## src/sipol_consts.svh

```systemverilog
// Constants for the serial-in parallel-out latch.
`ifndef SIPOL_CONSTS_SVH
`define SIPOL_CONSTS_SVH
`define SIPOL_WIDTH 8
`define SIPOL_CLEAR_VALUE 8'h00
`define SIPOL_BUF_DEPTH 2
`endif

```

## src/sipol_pkg.sv

```systemverilog
// Types shared by the serial-in parallel-out latch.
`include "sipol_consts.svh"
package sipol_pkg;
	typedef logic [`SIPOL_WIDTH-1:0] sipol_word_t;
endpackage : sipol_pkg

```

## src/sipol_buf.sv

```systemverilog
// Two-entry valid/ready buffer for stored words.
`timescale 1ns/10ps
`include "sipol_consts.svh"
module sipol_buf #(
	parameter int WIDTH = `SIPOL_WIDTH
) (
	// Clock and reset.
	input wire logic clk,
	input wire logic rst_n,
	// Write side.
	input wire logic in_valid,
	output logic in_ready,
	input wire logic [WIDTH-1:0] in_data,
	// Read side.
	output logic out_valid,
	input wire logic out_ready,
	output logic [WIDTH-1:0] out_data
);
	logic [WIDTH-1:0] mem_ff [2];
	logic wr_ptr_ff;
	logic rd_ptr_ff;
	logic [1:0] count_ff;
	logic do_wr;
	logic do_rd;

	assign in_ready = (count_ff != 2'h2);
	assign out_valid = (count_ff != 2'h0);
	assign out_data = mem_ff[rd_ptr_ff];
	assign do_wr = in_valid && in_ready;
	assign do_rd = out_valid && out_ready;

	always_ff @(posedge clk or negedge rst_n) begin
		if (!rst_n) begin
			mem_ff[0] <= '0;
			mem_ff[1] <= '0;
		end else if (do_wr) begin
			mem_ff[wr_ptr_ff] <= in_data;
		end
	end

	always_ff @(posedge clk or negedge rst_n) begin
		if (!rst_n) begin
			wr_ptr_ff <= 1'b0;
			rd_ptr_ff <= 1'b0;
			count_ff <= 2'h0;
		end else begin
			if (do_wr) begin
				wr_ptr_ff <= ~wr_ptr_ff;
			end
			if (do_rd) begin
				rd_ptr_ff <= ~rd_ptr_ff;
			end
			count_ff <= count_ff + {1'b0, do_wr} - {1'b0, do_rd};
		end
	end
endmodule : sipol_buf

```

## src/sipol_latch.sv

```systemverilog
// Serial-in shift register with storage register and parallel outputs.
`timescale 1ns/10ps
`include "sipol_consts.svh"
//
// Summary of operation
// - Eight-stage shift register feeds a separate eight-bit storage register.
// - Only rising edges of shift clock and storage clock act.
// - With clocks tied, storage gets the pre-edge shift contents, one behind.
// - Storage clear low forces storage register to zero regardless of all else.
// - Shift clear low forces all shift stages to zero regardless of all else.
// - Shift clock rise loads serial data into stage one and shifts onward.
// - Storage clock rise with both clears high copies shift stages to storage.
// - Simultaneous rises transfer old shift contents and shift in new bit.
// - Shift register holds when its clock is steady or falling.
// - Storage register holds when its clock is steady or falling.
// - Controller clears both registers before trusting outputs after power-up.
// - Parallel outputs keep stored pattern while new data shifts in.
// - Both clears act when low; high lets the register clock.
// - A dedicated serial output feeds the next device in a chain.
module sipol_latch #(
	parameter int WIDTH = `SIPOL_WIDTH
) (
	// Clock and reset.
	input wire logic clk,
	input wire logic nrst,
	// Controller inputs.
	input wire logic serial_data_in,
	input wire logic shift_clock,
	input wire logic shift_clear_n,
	input wire logic storage_clock,
	input wire logic storage_clear_n,
	// Parallel and cascade outputs.
	output sipol_pkg::sipol_word_t par_out_ff,
	output logic serial_out_ff,
	// Stream of stored words.
	output logic word_valid_ff,
	output sipol_pkg::sipol_word_t word_data_ff,
	input wire logic word_ready,
	output logic word_ready_in_ff
);
	import sipol_pkg::*;

	////////////////////////////////////////////////////////////////////////
	logic rst_meta_ff;
	logic rst_n_ff;
	logic shift_clock_d_ff;
	logic storage_clock_d_ff;
	logic shift_rise;
	logic store_rise;
	sipol_word_t shift_ff;
	sipol_word_t nxt_shift;
	logic buf_out_valid;
	sipol_word_t buf_out_data;
	logic buf_in_ready;

	// Reset release is synchronised so that all state leaves reset together.
	always_ff @(posedge clk or negedge nrst) begin
		if (!nrst) begin
			rst_meta_ff <= 1'b0;
			rst_n_ff <= 1'b0;
		end else begin
			rst_meta_ff <= 1'b1;
			rst_n_ff <= rst_meta_ff;
		end
	end

	////////////////////////////////////////////////////////////////////////
	// Edge detection on the controller clocks.
	always_ff @(posedge clk or negedge rst_n_ff) begin
		if (!rst_n_ff) begin
			shift_clock_d_ff <= 1'b0;
			storage_clock_d_ff <= 1'b0;
		end else begin
			shift_clock_d_ff <= shift_clock;
			storage_clock_d_ff <= storage_clock;
		end
	end

	assign shift_rise = shift_clock && !shift_clock_d_ff;
	assign store_rise = storage_clock && !storage_clock_d_ff;

	function automatic sipol_word_t shift_in(input sipol_word_t cur, input logic bit_in);
		shift_in = {cur[`SIPOL_WIDTH-2:0], bit_in};
	endfunction : shift_in

	assign nxt_shift = shift_in(shift_ff, serial_data_in);

	////////////////////////////////////////////////////////////////////////
	// Shift register.
	always_ff @(posedge clk or negedge rst_n_ff) begin
		if (!rst_n_ff) begin
			shift_ff <= `SIPOL_CLEAR_VALUE;
		end else if (!shift_clear_n) begin
			shift_ff <= `SIPOL_CLEAR_VALUE;
		end else if (shift_rise) begin
			shift_ff <= nxt_shift;
		end
	end

	assign serial_out_ff = shift_ff[`SIPOL_WIDTH-1];

	////////////////////////////////////////////////////////////////////////
	// Storage register; reads shift_ff before this edge's update.
	always_ff @(posedge clk or negedge rst_n_ff) begin
		if (!rst_n_ff) begin
			par_out_ff <= `SIPOL_CLEAR_VALUE;
		end else if (!storage_clear_n) begin
			par_out_ff <= `SIPOL_CLEAR_VALUE;
		end else if (store_rise && shift_clear_n) begin
			par_out_ff <= shift_ff;
		end
	end

	////////////////////////////////////////////////////////////////////////
	// Each stored word is also offered on the stream through a buffer; a word stored while the buffer is full is not offered.
	sipol_buf #(.WIDTH(WIDTH)) u_buf (
		.clk(clk),
		.rst_n(rst_n_ff),
		.in_valid(store_rise && shift_clear_n && storage_clear_n),
		.in_ready(buf_in_ready),
		.in_data(shift_ff),
		.out_valid(buf_out_valid),
		.out_ready(word_ready || !word_valid_ff),
		.out_data(buf_out_data)
	);

	always_ff @(posedge clk or negedge rst_n_ff) begin
		if (!rst_n_ff) begin
			word_valid_ff <= 1'b0;
			word_data_ff <= `SIPOL_CLEAR_VALUE;
			word_ready_in_ff <= 1'b0;
		end else begin
			word_ready_in_ff <= buf_in_ready;
			if (word_ready || !word_valid_ff) begin
				word_valid_ff <= buf_out_valid;
				word_data_ff <= buf_out_data;
			end
		end
	end
endmodule : sipol_latch

```

## config.mk

```make
export PLATFORM = sky130hd
export DESIGN_NAME = sipol_latch
export DESIGN_NICKNAME = d
export VERILOG_FILES = /design/src/sipol_pkg.sv /design/src/sipol_buf.sv /design/src/sipol_latch.sv
export VERILOG_INCLUDE_DIRS = /design/src
export SDC_FILE = /design/constraint.sdc
export NUM_CORES = 1
export LEC_CHECK = 0
export ABC_AREA = 1
export BUFFER_PORTS_ARGS = -buffer_cell sky130_fd_sc_hd__buf_4
export CAP_MARGIN = 25
export CORE_MARGIN = 1
export CORE_UTILIZATION = 40
export CTS_BUF_LIST = sky130_fd_sc_hd__clkbuf_16
export CTS_CLUSTER_SIZE = 12
export DETAILED_ROUTE_END_ITERATION = 10
export MAX_ROUTING_LAYER = met4
export PLACE_DENSITY_LB_ADDON = 0.2
export SLEW_MARGIN = 40
export SYNTH_ARGS = -nofsm -noshare
export SYNTH_HDL_FRONTEND = slang
export SYNTH_SLANG_ARGS = --single-unit
export TNS_END_PERCENT = 30
```

## constraint.sdc

```tcl
create_clock -name clk -period 2.26 [get_ports clk]
set_input_delay 0.339 -clock clk [delete_from_list [all_inputs] [get_ports clk]]
set_output_delay 0.339 -clock clk [all_outputs]
set_load 0.01 [all_outputs]
```

# --- Yosys cells after proc, flatten, opt, wreduce, memory -nomap -nowiden ---
# Index checks and enable logic that the tools add are counted.
totals:
  regBits: 50
  inputBits: 8
  output_inout_bits: 19
  wordCells: 48
op_classes:
  n_addsub: 2
  n_lt_le_gt_ge: 3
  n_eq_ne: 3
  muxes: 10
  bitwise: 4
  reduce_logical: 12
ops:
  columns: ["cell", "count"]
  rows:
  - ["2-to-1 mux 8 bit", 8]
  - ["bitwise mux 16 bit", 1]
  - ["demux 8 bit (select 1 bit)", 1]
  - ["logical AND 1 bit", 7]
  - ["greater-or-equal comparator 2 bit (second input constant)", 2]
  - ["!= test 2 x 1 -> 1 bit (second input constant)", 2]
  - ["NOT 1 -> 2 bit", 2]
  - ["zero test 1 bit", 3]
  - ["adder 2 x 1 -> 2 bit", 1]
  - ["< comparator 2 x 1 -> 1 bit (second input constant)", 1]
  - ["!= test 2 bit (second input constant)", 1]
  - ["NOT 1 bit", 2]
  - ["nonzero test 2 bit", 1]
  - ["subtractor 2 x 1 -> 2 bit", 1]
  - ["logical OR 1 bit", 1]

# --- Depth between registers and ports, before layout ---
depth:
  word_depth: 7
  depth_mapped: 11
  mapped_depth_nobuf: 11

# --- By module ---
# Synthesis repeated with hierarchy kept, for this count alone.
hier_totals:
  hier_cells: 242
  hier_area_um2: 2190.9
by_module_without_submodules:
  columns: ["mod", "n_inst", "cells_per_inst", "area_per_inst_um2", "seq_area_each_um2"]
  rows:
  - ["sipol_latch", 1, 116, 1186.1, 750.7]
  - ["sipol_buf", 1, 126, 1004.7, 500.5]

# --- Worst setup path after synthesis ---
# No wires, ideal clock.
synth_timing:
  kind: "register to register"
  startpoint: "register word_valid_ff"
  endpoint: "register u_buf.count_ff[1]"
  setup_ns: 0.118
  t_arrival_ns: 1.345
  t_required_ns: 2.142
  path_slack_ns: 0.797
  stages_incl_launch_ff: 9
  n_path_buf: 0
  synth_period_minus_slack_ns: 1.463
  cell_sequence: "dfrtp_1 > nand2_1 > o21ai_0 > inv_1 > ha_1 > inv_1 > nand4_1 > nand2_1 > nand2_1"
synth_via:
  elab_chain_len: 4
synth_lines:
  columns: ["element", "line", "source"]
  rows:
  - ["start, declared", "sipol_latch.sv:36", "output logic word_valid_ff,"]
  - ["start signal, assigned", "sipol_latch.sv:135", "word_valid_ff <= buf_out_valid;"]
  - ["zero test 1 bit", "sipol_latch.sv:123", ".out_ready(word_ready || !word_valid_ff),"]
  - ["logical OR 1 bit", "sipol_latch.sv:123", null]
  - ["logical AND 1 bit", "sipol_buf.sv:30", "assign do_rd = out_valid && out_ready;"]
  - ["named net u_buf.do_rd", "sipol_buf.sv:24", "logic do_rd;"]
  - ["subtractor 2 x 1 -> 2 bit", "sipol_buf.sv:53", "count_ff <= count_ff + {1'b0, do_wr} - {1'b0, do_rd};"]
  - ["end signal, assigned", "sipol_buf.sv:53", null]
  - ["end, declared", "sipol_buf.sv:22", "logic [1:0] count_ff;"]
# The timed path passes the listed nets, and every way through them passes these cells.
# A chain may end at the register's enable or synchronous reset.

# --- Worst setup path in the final report ---
layout_timing:
  startpoint: "register u_buf.count_ff[1]"
  endpoint: "register u_buf.count_ff[1]"
layout_via:
  elab_cells_between_ends: 6
  cone_classes: "add/sub (2); eq/ne (1); reduce/logical (3)"
layout_rtl:
  columns: ["element", "line", "source"]
  rows:
  - ["nonzero test 2 bit", "sipol_buf.sv:27", "assign out_valid = (count_ff != 2'h0);"]
  - ["logical AND 1 bit", "sipol_buf.sv:30", null]
  - ["named net u_buf.do_rd", "sipol_buf.sv:24", null]
  - ["subtractor 2 x 1 -> 2 bit", "sipol_buf.sv:53", null]
# The timed path passes the listed nets, and every way through them passes these cells.

==> flow_summary_export.csv <==
group,metric,value,unit
die,dieArea,5520,um^2
sta,setup-tns-final,0,ns
yosys,ys_seq_area_share,59.8,%
detailed_routing,detail-route-antenna-nets,0,
layout,antenna_cells,0,
die,start_util,42.9,%
detailed_routing,wl_per_cell,11.9,um
power,power.total,0.00238,W
detailed_routing,dr_wl_met2,1620,um
critical_path,critPathMaxFanout,4,
clock_tree,clk_latency,0.29,ns
layout,fin_util,51.2,%
yosys,synth_area,2090,um^2
power,power_frac_comb,23.5,%
detailed_routing,dr_total_vias,1475,
sta,fin_crit_sh,68.7,%
yosys,ys_types,23,
global_route,antenna_found_initial,0,
die,rows,25,
clock_tree,cts_tree,"yes",
sta,relSlewSlack,64.5,%
sta,min_period,1.55,ns
hold_path,hold_class,"in2reg",
layout,drive_gt1_share,20.5,%
detailed_routing,drc_errors,0,
detailed_routing,routed_via_density,4.74,
sta,max_freq,644,MHz
sta,worst_pin_slew,0.528,ns
layout,layout_common_cells,"nand2_1, dfrtp_1, buf_4",
global_route,grt-ovfl-total,0,
place,portBuffers,26,
sta,slew_viol_final,0,
power,intPower,0.00163,W
yosys,syn_nets,222,
yosys,syn_area_per_cell,9.82,um^2
critical_path,cp.required,2.44,ns
yosys,yosys_warnings,0,
yosys,synthCells,213,
sta,worst_clock_skew,0.00387,ns
yosys,post-synth-top-area-cell,"dfrtp_1",
global_route,grt_pass1_vias,1380,
clock_tree,cts_resized,0,
clock_tree,clockRootBuffer,"clkbuf_16",
power,swShare,31.6,%
clock_tree,cts.sinks,50,
clock_tree,cts-hold-fix-buffers,1,
die,core_area,4880,um^2
flow_run,cap_violations,0,
power,clockPowerShare,29.1,%
place,place.gp.congestion,0.767,
critical_path,critPathArrivalTime,1.73,ns
sta,hold_violations,0,
power,p_switching,0.000751,W
power,leakage,1.24,nW
power,ir_drop,0.441,mV
detailed_routing,met3_wirelength,140,um
sta,report.final.setup_viol,0,
die,die_w,74.3,um
critical_path,crit_path_end_kind,"flip-flop",
critical_path,startpoint_type,"flip-flop",
layout,area_delta_synth_final,19.5,%
clock_tree,ctsLongestPathBuffers,2,
detailed_routing,drt_first_pass_iters,4,
detailed_routing,wl_met1,1850,um
clock_tree,cts_made_buffers,5,
run_status,status,"complete, no violations",
die,io_pins,27,
global_route,grt_max_degree,26,
global_route,grt_first_pass_wirelength,6620,um
layout,layout_commonest_cell,"nand2_1",
detailed_routing,wl,3710,um
power,pwr-share-seq,47.4,%
yosys,yosys.area.top_type_share,59.8,%
global_route,grt_usage,16.8,%
detailed_routing,drt-initial-drc-count,97,
power,powerDensity,951,nW/um^2
die,die_h,74.3,um
clock_tree,path_clk_slew,0.06,ns
clock_tree,htreeDepth,2,
sta,rsz0062_at_grt,"false",
place,post-dp-hpwl,2700,um
clock_tree,post_cts_buffers,0,
yosys,ys_ff_latch,50,
detailed_routing,top_layer_used,"met4",
layout,nets,252,
yosys,ys_top_cells_by_area,"dfrtp_1, nand2_1, nand4_1",
critical_path,critPathKind,"reg2reg",
synth_stat cells:
library cell,n
nand3_1,10
nor2_1,9
clkinv_1,2
ha_1,1
a31oi_1,8
conb_1,1
nand2_1,63
xor2_1,1
buf_4,1
nand4_1,18
o21ai_2,8
inv_1,18
o21ai_1,1
nand4_4,1
inv_4,1
o22ai_1,7
dfrtp_1,50
nor2_4,2
buf_2,6
nand4_2,1
nand3_4,1
o21ai_0,2
buf_6,1
power by group through the flow:
stage                     registers (W)  clock network, W  logic, W
after floorplan                 0.00113                 0  0.000386
after global placement          0.00114                 0  0.000556
after detailed placement        0.00115                 0  0.000560
after CTS                       0.00113          0.000715  0.000563
after global routing            0.00115          0.000750  0.000640
final                           0.00113          0.000692  0.000558
per-layer routing:
layer  vias to the layer above  track usage, %
li1                        769               -
met1                       669            22.3
met2                        29            23.8
met3                         8            4.07
met4                         0            9.01
met5                         -               -
critical path, cell delays in order (launching register included):
cell and delay (ns):
dfrtp_1 0.40, o21ai_0 0.32, inv_1 0.09, ha_1 0.32, inv_1 0.10, nand4_1 0.10, nand2_1 0.07, nand2_1 0.05
worst paths after layout:
path	startpoint	to	slack (ns)	cells after the start
worst max-delay path	u_buf.count_ff[1]	u_buf.count_ff[1]	0.71	7
worst min-delay path	shift_clock	shift_clock_d_ff	0.17	1
worst max register to register	u_buf.count_ff[1]	u_buf.count_ff[1]	0.71	7
worst min register to register	rst_n_ff	par_out_ff[4]	0.25	0
max in group asynchronous	rst_n_ff	u_buf.mem_ff[10]	1.43	1
min in group asynchronous	rst_n_ff	par_out_ff[4]	0.25	0
state kept, by name, indices dropped and copies added, names as in the netlist:
signal and flops:
u_buf.count_ff 2, shift_ff 8, u_buf.wr_ptr_ff 1, word_ready_in_ff 1, rst_n_ff 1, u_buf.rd_ptr_ff 1
word_data_ff 8, word_valid_ff 1, shift_clock_d_ff 1, par_out_ff 8, rst_meta_ff 1, storage_clock_d_ff 1
u_buf.mem_ff 16
per-stage QoR:
stage / hold WS, ns / worst slack (ns) / cells / cell area [um^2]
final: 0.166 / 0.707 / 311 / 2500
after global routing: 0.159 / 0.623 / 311 / 2500
after CTS: 0.159 / 0.713 / 311 / 2500
after detailed placement: 0.122 / 0.720 / 302 / 2350
after global placement: 0.122 / 0.779 / 302 / 2350
after floorplan: 0.0434 / 0.765 / 213 / 2090
area by class of cell:
cell class	count	area (um^2)
Multi-Input combinational cell	134	711
Clock inverter	3	11.3
Inverter	21	81.3
Sequential cell	50	1250
Timing Repair Buffer	31	235
Fill cell	478	2380
Tap cell	67	83.8
Clock buffer	5	125
logic make-up after synthesis:
logic type,after synthesis,share of synthesized area [%]
compound gates,26,8.55
xor+xnor,1,0.419
fa+ha+maj,1,0.598
buf+inv,29,6.22
flops,50,59.8
other cells,1,0.179
simple gates,105,24.2
No activity file was read; power rests on OpenSTA's default activity.
